===== src/verilog/cst_pkg.sv =====
// constants and carrier types for the calibration status and trigger block
package cst_pkg;

  localparam int unsigned IDX_W = 10;

  // register indices; the byte address is four times the index
  localparam logic [IDX_W-1:0] IDX_CAL_CONFIG   = 10'h062;
  localparam logic [IDX_W-1:0] IDX_STATE_FLAGS  = 10'h06a;
  localparam logic [IDX_W-1:0] IDX_PIN_CONFIG   = 10'h06b;
  localparam logic [IDX_W-1:0] IDX_SOFT_TRIGGER = 10'h06c;
  localparam logic [IDX_W-1:0] IDX_LOW_POWER_BG = 10'h06e;

  // reset values
  localparam logic [7:0] RST_CAL_CONFIG   = 8'h01;
  localparam logic [7:0] RST_PIN_CONFIG   = 8'h00;
  localparam logic [7:0] RST_SOFT_TRIGGER = 8'h01;
  localparam logic [7:0] RST_LOW_POWER_BG = 8'h88;

  // field positions
  localparam int unsigned POS_FG_RUN      = 0;
  localparam int unsigned POS_BG_ENABLE   = 1;
  localparam int unsigned POS_FOREGROUND_COMPLETE_FLAG     = 0;
  localparam int unsigned POS_BG_STOPPED  = 1;
  localparam int unsigned POS_TRIG_SOURCE = 0;
  localparam int unsigned POS_STATUS_SEL  = 1;
  localparam int unsigned POS_SOFT_TRIG   = 0;

  // writable bit masks; reserved bits of the flag register read zero
  localparam logic [7:0] MASK_CAL_CONFIG  = 8'h1f;
  localparam logic [7:0] MASK_PIN_CONFIG  = 8'h07;
  localparam logic [7:0] MASK_SOFT_TRIG   = 8'h01;
  localparam logic [7:0] MASK_LOW_POWER   = 8'hfb;

  // status pin selector codes
  typedef enum logic [1:0] {
    SEL_FOREGROUND_COMPLETE_FLAG  = 2'h0,
    SEL_RESERVED = 2'h1,
    SEL_ALARM    = 2'h2,
    SEL_LOW      = 2'h3
  } cst_sel_type;

  // events and levels from the calibration engine, same clock
  typedef struct packed {
    logic fg_complete;  // one-cycle pulse: foreground calibration finished
    logic fg_restart;   // one-cycle pulse: calibration restarts
    logic bg_halted;    // level: background halted at requested phase
    logic alarm;        // level: alarm condition
  } cst_engine_type;

  // controls handed to the calibration engine
  typedef struct packed {
    logic trigger;      // selected calibration trigger level
    logic bg_enable;    // background calibration may run
    logic fg_run;       // foreground calibration requested
    logic [7:0] low_power;
  } cst_control_type;

endpackage : cst_pkg


===== src/verilog/cst_top.sv =====
// calibration status flags, status pin selector and trigger source control
//
// Overview of operation
// - With background calibration on, the stopped flag is 1 while it is halted at its phase, else 0.
// - With background calibration off, the stopped flag sets once foreground ends or is skipped.
// - Bit 0 of the state flag register goes high when foreground calibration completes.
// - Status pin code 0 follows foreground done, 2 the alarm, 3 holds low; code 1 is reserved.
// - Source 1 takes the trigger from the external pin, source 0 from the software bit.
// - The software bit stands in for the external trigger pin only while software is selected.
// - After reset the pin configuration reads 0x00 and the software trigger register reads 0x01.
// - Background calibration runs only with its enable set, off at reset; it picks the flag rule.
//
// Local design decision: the Wishbone interface to the registers.
`timescale 1ns/10ps
module cst_top
  import cst_pkg::*;
#(
  parameter int unsigned ADR_W = 12
) (
  input  wire logic                  CORE_CLK,
  input  wire logic                  RST,
  // classic wishbone slave
  input  wire logic                  WB_CYC_I,
  input  wire logic                  WB_STB_I,
  input  wire logic                  WB_WE_I,
  input  wire logic [ADR_W-1:0]      WB_ADR_I,
  input  wire logic [3:0]            WB_SEL_I,
  input  wire logic [31:0]           WB_DAT_I,
  output logic      [31:0]           WB_DAT_O,
  output logic                       WB_ACK_O,
  // calibration engine
  input  wire cst_pkg::cst_engine_type  CAL_ENGINE,
  output cst_pkg::cst_control_type      CAL_CONTROL,
  // pins
  input  wire logic                  EXTERNAL_TRIGGER_INPUT,
  output logic                       CALIBRATION_STATE_PIN
);
  import cst_pkg::*;

  typedef enum logic [1:0] {
    BUS_IDLE = 2'b00,
    BUS_ACK  = 2'b01
  } cst_bus_type;

  cst_bus_type  bus_q;
  logic [7:0]   cal_config_q;
  logic [7:0]   pin_config_q;
  logic [7:0]   soft_trigger_q;
  logic [7:0]   low_power_q;
  logic         foreground_complete_flag_q;
  logic         bg_stopped_q;
  logic         bg_stopped_d;
  logic         trigger_q;
  logic         trigger_d;
  logic         state_pin_q;
  logic         state_pin_d;
  logic         ext_trigger_sync;
  logic [31:0]  rd_data_q;
  logic         bus_req;
  logic         wr_fire;
  logic [IDX_W-1:0] req_idx;
  cst_sel_type  status_sel;

  function automatic logic [7:0] masked_write(input logic [7:0] old_val,
                                               input logic [7:0] new_val,
                                               input logic [7:0] mask);
    masked_write = (old_val & ~mask) | (new_val & mask);
  endfunction : masked_write

  function automatic logic [IDX_W-1:0] word_index(input logic [ADR_W-1:0] adr);
    word_index = adr[IDX_W+1:2];
  endfunction : word_index

  cst_sync2 u_trig_sync (
    .CORE_CLK (CORE_CLK),
    .RST      (RST),
    .async_in (EXTERNAL_TRIGGER_INPUT),
    .sync_out (ext_trigger_sync)
  );

  // ---------------- wishbone slave ----------------
  assign bus_req = WB_CYC_I & WB_STB_I;
  assign req_idx = word_index(WB_ADR_I);
  // a write lands on the edge at which the master samples ack
  assign wr_fire = (bus_q == BUS_ACK) & bus_req & WB_WE_I & WB_SEL_I[0];

  // ack one cycle after the request is seen, dropped the cycle after
  always_ff @(posedge CORE_CLK or posedge RST) begin
    if (RST) begin
      bus_q <= BUS_IDLE;
    end else begin
      unique case (bus_q)
        BUS_IDLE: bus_q <= bus_req ? BUS_ACK : BUS_IDLE;
        BUS_ACK:  bus_q <= BUS_IDLE;
        default:  bus_q <= BUS_IDLE;
      endcase
    end
  end

  assign WB_ACK_O = (bus_q == BUS_ACK);

  // read data captured with the request; unmapped indices read zero
  always_ff @(posedge CORE_CLK or posedge RST) begin
    if (RST) begin
      rd_data_q <= 32'h0000_0000;
    end else if (bus_q == BUS_IDLE && bus_req) begin
      unique case (req_idx)
        IDX_CAL_CONFIG:   rd_data_q <= {24'h00_0000, cal_config_q};
        IDX_STATE_FLAGS:  rd_data_q <= {30'h0, bg_stopped_q, foreground_complete_flag_q};
        IDX_PIN_CONFIG:   rd_data_q <= {24'h00_0000, pin_config_q};
        IDX_SOFT_TRIGGER: rd_data_q <= {24'h00_0000, soft_trigger_q};
        IDX_LOW_POWER_BG: rd_data_q <= {24'h00_0000, low_power_q};
        default:          rd_data_q <= 32'h0000_0000;
      endcase
    end
  end

  assign WB_DAT_O = rd_data_q;

  // ---------------- writable registers ----------------
  // the flag register has no write path at all
  always_ff @(posedge CORE_CLK or posedge RST) begin
    if (RST) begin
      cal_config_q   <= RST_CAL_CONFIG;
      pin_config_q   <= RST_PIN_CONFIG;
      soft_trigger_q <= RST_SOFT_TRIGGER;
      low_power_q    <= RST_LOW_POWER_BG;
    end else if (wr_fire) begin
      unique case (req_idx)
        IDX_CAL_CONFIG:
          cal_config_q <= masked_write(cal_config_q, WB_DAT_I[7:0], MASK_CAL_CONFIG);
        IDX_PIN_CONFIG:
          pin_config_q <= masked_write(pin_config_q, WB_DAT_I[7:0], MASK_PIN_CONFIG);
        IDX_SOFT_TRIGGER:
          soft_trigger_q <= masked_write(soft_trigger_q, WB_DAT_I[7:0], MASK_SOFT_TRIG);
        IDX_LOW_POWER_BG:
          low_power_q <= masked_write(low_power_q, WB_DAT_I[7:0], MASK_LOW_POWER);
        default: ;
      endcase
    end
  end

  // ---------------- status flags ----------------
  // completion wins over a restart in the same cycle so no event is lost
  always_ff @(posedge CORE_CLK or posedge RST) begin
    if (RST) begin
      foreground_complete_flag_q <= 1'b0;
    end else if (CAL_ENGINE.fg_complete) begin
      foreground_complete_flag_q <= 1'b1;
    end else if (CAL_ENGINE.fg_restart) begin
      foreground_complete_flag_q <= 1'b0;
    end
  end

  // a cleared foreground run bit counts as a skipped foreground pass
  always_comb begin
    if (cal_config_q[POS_BG_ENABLE]) begin
      bg_stopped_d = CAL_ENGINE.bg_halted;
    end else begin
      bg_stopped_d = foreground_complete_flag_q | ~cal_config_q[POS_FG_RUN];
    end
  end

  always_ff @(posedge CORE_CLK or posedge RST) begin
    if (RST) begin
      bg_stopped_q <= 1'b0;
    end else begin
      bg_stopped_q <= bg_stopped_d;
    end
  end

  // ---------------- trigger source ----------------
  always_comb begin
    if (pin_config_q[POS_TRIG_SOURCE]) begin
      trigger_d = ext_trigger_sync;
    end else begin
      trigger_d = soft_trigger_q[POS_SOFT_TRIG];
    end
  end

  always_ff @(posedge CORE_CLK or posedge RST) begin
    if (RST) begin
      trigger_q <= 1'b0;
    end else begin
      trigger_q <= trigger_d;
    end
  end

  // one driver for the whole carrier, so no field can be left floating
  assign CAL_CONTROL = '{trigger:   trigger_q,
                         bg_enable: cal_config_q[POS_BG_ENABLE],
                         fg_run:    cal_config_q[POS_FG_RUN],
                         low_power: low_power_q};

  // ---------------- status pin ----------------
  assign status_sel = cst_sel_type'(pin_config_q[POS_STATUS_SEL +: 2]);

  // the reserved code drives low, the quietest choice
  always_comb begin
    unique case (status_sel)
      SEL_FOREGROUND_COMPLETE_FLAG:  state_pin_d = foreground_complete_flag_q;
      SEL_ALARM:    state_pin_d = CAL_ENGINE.alarm;
      SEL_LOW:      state_pin_d = 1'b0;
      SEL_RESERVED: state_pin_d = 1'b0;
    endcase
  end

  always_ff @(posedge CORE_CLK or posedge RST) begin
    if (RST) begin
      state_pin_q <= 1'b0;
    end else begin
      state_pin_q <= state_pin_d;
    end
  end

  assign CALIBRATION_STATE_PIN = state_pin_q;

  logic rst_seen_q;
  always_ff @(posedge CORE_CLK or posedge RST) begin
    if (RST) begin
      rst_seen_q <= 1'b0;
    end else begin
      rst_seen_q <= 1'b1;
    end
  end
endmodule : cst_top


===== src/verilog/cst_sync2.sv =====
// two-flop synchroniser for a level arriving from a pin
`timescale 1ns/10ps
module cst_sync2 (
  input  wire logic CORE_CLK,
  input  wire logic RST,
  input  wire logic async_in,
  output logic      sync_out
);
  logic meta_q;

  // meta_q is read by sync_out only
  always_ff @(posedge CORE_CLK or posedge RST) begin
    if (RST) begin
      meta_q   <= 1'b0;
      sync_out <= 1'b0;
    end else begin
      meta_q   <= async_in;
      sync_out <= meta_q;
    end
  end
endmodule : cst_sync2


===== config.mk =====
export PLATFORM = sky130hd
export DESIGN_NAME = cst_top
export DESIGN_NICKNAME = d
export VERILOG_FILES = /design/src/verilog/cst_pkg.sv /design/src/verilog/cst_top.sv /design/src/verilog/cst_sync2.sv
export SDC_FILE = /design/constraint.sdc
export NUM_CORES = 1
export LEC_CHECK = 0
export BUFFER_PORTS_ARGS = -buffer_cell sky130_fd_sc_hd__buf_2
export CORE_MARGIN = 2
export CORE_UTILIZATION = 38
export CTS_CLUSTER_DIAMETER = 50
export DETAILED_ROUTE_END_ITERATION = 8
export GPL_ROUTABILITY_DRIVEN = 0
export MAX_ROUTING_LAYER = met4
export PLACE_DENSITY = 0.73
export SYNTH_ARGS = -nofsm -noshare
export SYNTH_HDL_FRONTEND = slang
export SYNTH_SLANG_ARGS = --single-unit

===== constraint.sdc =====
create_clock -name CORE_CLK -period 1.5 [get_ports CORE_CLK]
set_input_delay 0.075 -clock CORE_CLK [delete_from_list [all_inputs] [get_ports CORE_CLK]]
set_output_delay 0.075 -clock CORE_CLK [all_outputs]
set_load 0.01 [all_outputs]

# == After elaboration in Yosys (flattened, before gate mapping) ==
# Index checks and enable logic that the tools add are counted.
# Widths: inputs -> output; s select.
# word_totals
register_bits,72
inputBits,58
output_inout_bits,45
wordCells,48
# classes
eq_ne,9
n_bitwise,10
muxes,8
n_reduce_logical,9
# op_table
op,n
$eq 10x7->1 const B,5
$pmux 8 s5,1
$or 3x8->8,1
$or 8x1->8,1
$or 8x3->8,1
$or 8x5->8,1
$reduce_and 2->1,4
$mux 1,6
$and 1x1->1,4
$eq 2x1->1 const B,2
$eq 2x2->1 const B,2
$logic_not 2->1,2
$pmux 1 s3,1
$reduce_bool 2->1,1
$reduce_or 2->1,1
$logic_and 1x1->1,1
$not 1->1,1
$or 1x1->1,1

# == Depth between registers and ports, before layout ==
# logic_depth
word_depth,5
depth_mapped,6
depth_no_buf,5

# == Modules after synthesis ==
# A second synthesis with hierarchy kept.
# hier_totals
hier_cells,150
area_unflattened_um2,1645.3
# modules_own_cells
mod,area_each_um2,n_inst,seq_area_each_um2,cells_per_inst
cst_top,1591.5,1,730.7,147
cst_sync2,53.8,1,50.0,3

# == Worst setup path before layout ==
# Ideal clock, no wire load.
# synth_path
kind,register to register
startpoint,register bus_q[0]
endpoint,register cal_config_q[1]
setup_slack_ns,-0.115
path_stages_with_launch,5
arrival_ns,1.491
setup_time_ns,0.125
path_buffers,0
path_cell_list,dfrtp_1 > nand3_1 > or2_2 > and4bb_4 > mux2_2
# synth_via
elab_chain_len,5
# synth_rtl
element,line_no,text
"start, declared",cst_top.sv:45,cst_bus_type bus_q;
"start signal, assigned",cst_top.sv:93,BUS_IDLE: bus_q <= bus_req ? BUS_ACK : BUS_IDLE;
$eq 2x1->1,cst_top.sv:85,assign wr_fire = (bus_q == BUS_ACK) & bus_req & WB_WE_I & WB_SEL_I[0];
$and 1x1->1 (3 in a row),cst_top.sv:85,
$reduce_and 2->1 (no line),--,
"end signal, assigned",cst_top.sv:131,"cal_config_q <= masked_write(cal_config_q, WB_DAT_I[7:0], MASK_CAL_CONFIG);"
"end, declared",cst_top.sv:46,logic [7:0] cal_config_q;
# Every way passes these cells.
# A chain may end at the register's enable or synchronous reset.

# == Worst setup path after layout ==
# Same ends and word-level chain as after synthesis.

==> key figures <==
Global route
  – Initial antenna violation count: 0
  – Vias in the first global route: 1154
  – Total grt overflow: 0
  – Largest net degree at the start of global routing: 32
  – GRT Total Usage: 0.145
  – First-pass GRT wire length: 5350 um

Critical path
  – Critical Path RT: about 1.7 ns
  – Slowest cell on the critical path: and4bb_4
  – Buf+Inv Stages, Crit Path: 0
  – Kind of critical path: flip-flop to flip-flop
  – Crit-path cells: nand3_1, or2_4, and4bb_4, mux2_2
  – Crit. End Element: flip-flop
  – Worst R2R Start: bus_q[0]$_DFF_PP0_
  – Largest stage delay on the critical path: 0.37 ns
  – Reg2reg setup slack: -0.03 ns
  – Reg2Reg Depth: 4
  – Critical Path Start Type: flip-flop
  – R2R Path End: cal_config_q[1]$_DFFE_PP0P_
  – CP arrival: 1.69 ns
  – Crit-path leading delay family: simple AND/OR/NAND/NOR gates
  – CP Max Fanout: 5

Hold path
  – Hold path cells: 2
  – Hold Crit Start: WB_DAT_I[6]
  – Worst Hold Class: input port to flip-flop
  – Worst Hold Path EP: low_power_q[6]$_DFFE_PP0P_

Synthesis
  – Ys Warns: 0
  – Avg Synthesized Cell Area: between 10 and 15 um2
  – Cells after Synth: about 150
  – Post-synthesis sequential area ratio: 0.476
  – Yosys top cell area share: 0.412
  – Unique cell type count in the Yosys netlist: 38
  – Area contributors post-synth: dfrtp_1, buf_4, mux2_2, dfstp_2, nand2_1
  – Commonest cells post-synth: buf_4, dfrtp_1, mux2_2, nand2_1, inv_1
  – Count leader, synth: buf_4
  – Asr flop ratio synth: 1.00
  – Post-synth EDFFs: 0
  – Most common flop cell mapped by yosys: dfrtp_1
  – Synthesized cell area: around 1600 um2
  – FF+latch count, synth: 31
  – Area leader, netlist: dfrtp_1

Pwr
  – Switch Pwr: 0.405 mW
  – Post-layout total power: between 1.5 and 2 mW
  – Reg power frac: 0.519
  – Logic pwr share: 0.106
  – Switching share of total power: 0.248
  – Peak supply drop: 574 uV
  – Pwr/cell area: ~800 nW/um2
  – P_int: 1.23 mW
  – Clock power share: 0.375
  – Leakage: about 1.1 nW

Die
  – Core region area: a little over 4000 um2
  – Placement row count: 23
  – Die area: slightly below 5000 um2
  – Initial Utilization: 0.402
  – Die W: roughly 70 um
  – Num ports: about 100
  – Vert. Die Dim: between 60 and 70 um

Detailed routing
  – Final ANT Viol Nets: 0
  – # DRC: 0
  – Starting DRT DRC Count: 35
  – Routed via count: approximately 1200
  – DR pass1 iterations: 4
  – Total routed wirelength: 3220 um
  – Detail-routed via count per cell: roughly 4.6
  – DR WL/cell: 12.3 um

Timing
  – Final period util: 1.02
  – Final Max Tran Viols: 0
  – Final Skew: between 0.005 and 0.006 ns
  – Final Hold Fails: 0
  – Tmin final: about 1.5 ns
  – Final hold slack: about 0.023 ns
  – Final setup viols: 4
  – Final worst slack: -0.0256 ns
  – Max frequency: about 660 MHz
  – RSZ-0062 raised after global routing: true

Final layout
  – Layout fillers: 390
  – Synth-to-layout area growth: 23.6%
  – Design Area, Final: approximately 2000 um2
  – Fin nets: 270
  – Ratio of cells with drive above 1 in the final layout: 0.469
  – Ant diodes: 0

Clock network
  – Clock buffer count from CTS: 5
  – TritonCTS clock tree: yes
  – Clock Root Buffer: clkbuf_8
  – Htree depth: 2
  – Clk sink count: 31
  – CTS clk-pin slew, worst paths: approximately 0.060 ns
  – Worst skew pair latency: roughly 0.28 ns
  – Clock tree buffer depth: 2

Run
  – Max-Cap Viols: 0

Run status
  – Violated checks: negative setup slack
  – Outcome: finished with violations

Placed design
  – Post-DP Area: around 1900 um2
  – HPWL Detailed: approximately 2500 um
  – IO buf count: 48
[cell type report]
class | count | area [um2] | area share
Sequential cell | 31 | 781 | 0.385
Multi-Input combinational cell | 105 | 716 | 0.353
Timing Repair Buffer | 64 | 368 | 0.181
Clock buffer | 5 | 68.8 | 0.0339
Tap cell | 50 | 62.6 | 0.0308
Inverter | 5 | 18.8 | 0.00925
Clock inverter | 3 | 15.0 | 0.00740
[registers in the layout (all words and copies together) (netlist names)]
register / cells
bg_stopped_q: 1
CALIBRATION_STATE_PIN: 1
trigger_q: 1
u_trig_sync.meta_q: 1
foreground_complete_flag_q: 1
WB_DAT_O: 8
low_power_q: 7
u_trig_sync.sync_out: 1
pin_config_q: 3
cal_config_q: 5
soft_trigger_q: 1
bus_q: 1
[cells by family after synthesis]
group | Yosys count | share of synthesized area
flip-flops | 31 | 0.476
buffers and inverters | 37 | 0.149
other | 1 | 0.00228
multiplexers | 20 | 0.136
AND/OR/NAND/NOR | 41 | 0.157
AO/OA/AOI/OAI | 19 | 0.0800
[layout by cell type (no fill, tap or decap), types with 2 or more instances in the layout]
cell,n
a22oi_1,2
mux2_2,18
dlygate4sd3_1,3
nor3b_1,3
nor2b_1,2
nand3_1,2
dfrtp_1,27
o31ai_1,4
buf_4,13
inv_1,5
o21ai_0,4
buf_2,48
clkinv_2,3
mux2i_1,2
dfstp_2,4
conb_1,25
a21oi_1,2
nor2_1,4
nand2_1,16
clkbuf_8,5
[worst register-to-register path: stages, from the launching register on]
cell,delay [ns]
dfrtp_1,0.35
nand3_1,0.07
or2_4,0.27
and4bb_4,0.37
mux2_2,0.35
[routing by layer]
layer,GRT usage,part of all wire,vias to the layer above
li1,-,-,591
met1,0.178,0.44,560
met2,0.217,0.47,50
met3,0.0480,0.074,6
met4,0.0641,0.016,0
met5,-,0,-
[power by group through the flow]
| stage | clock (mW) | combinational, mW | sequential [mW] |
|---|---|---|---|
| after global placement | 0 | 0.163 | 0.863 |
| after detailed placement | 0 | 0.165 | 0.863 |
| after floorplan | 0 | 0.134 | 0.865 |
| final | 0.613 | 0.174 | 0.848 |
| after CTS | 0.638 | 0.174 | 0.848 |
| after global routing | 0.680 | 0.195 | 0.848 |
[per-stage QoR]
step | setup TNS, ns | utilization | setup slack [ns] | instances
6_report | -0.0636 | 0.497 | -0.0256 | 263
5_1_grt | -0.204 | 0.497 | -0.0553 | 263
3_3_place_gp | -0.110 | 0.463 | -0.0292 | 250
4_1_cts | -0.0800 | 0.495 | -0.0296 | 263
2_1_floorplan | -0.0268 | - | -0.00670 | 173
3_5_place_dp | -0.142 | 0.463 | -0.0299 | 250
[worst max-delay path by stage]
stage	to	from	cells past startpoint	slack, ns
2_1_floorplan	cal_config_q[1]$_DFFE_PP0P_	bus_q[0]$_DFF_PP0_	4	-0.007
3_3_place_gp	cal_config_q[2]$_DFFE_PP0P_	bus_q[0]$_DFF_PP0_	4	-0.03
3_5_place_dp	cal_config_q[1]$_DFFE_PP0P_	bus_q[0]$_DFF_PP0_	4	-0.03
4_1_cts	cal_config_q[1]$_DFFE_PP0P_	bus_q[0]$_DFF_PP0_	4	-0.03
5_1_grt	cal_config_q[1]$_DFFE_PP0P_	bus_q[0]$_DFF_PP0_	4	-0.06
6_report	cal_config_q[1]$_DFFE_PP0P_	bus_q[0]$_DFF_PP0_	4	-0.03
[what timing repair did]
action                                  CTS  global route
gates cloned                              0             0
setup buffers                             2             0
endpoints found under the setup margin    5             6
hold buffers                              3             0
endpoints found under the hold margin    29             0
resized for setup                         0             1
Note: power is estimated with default switching activity, not from simulation.
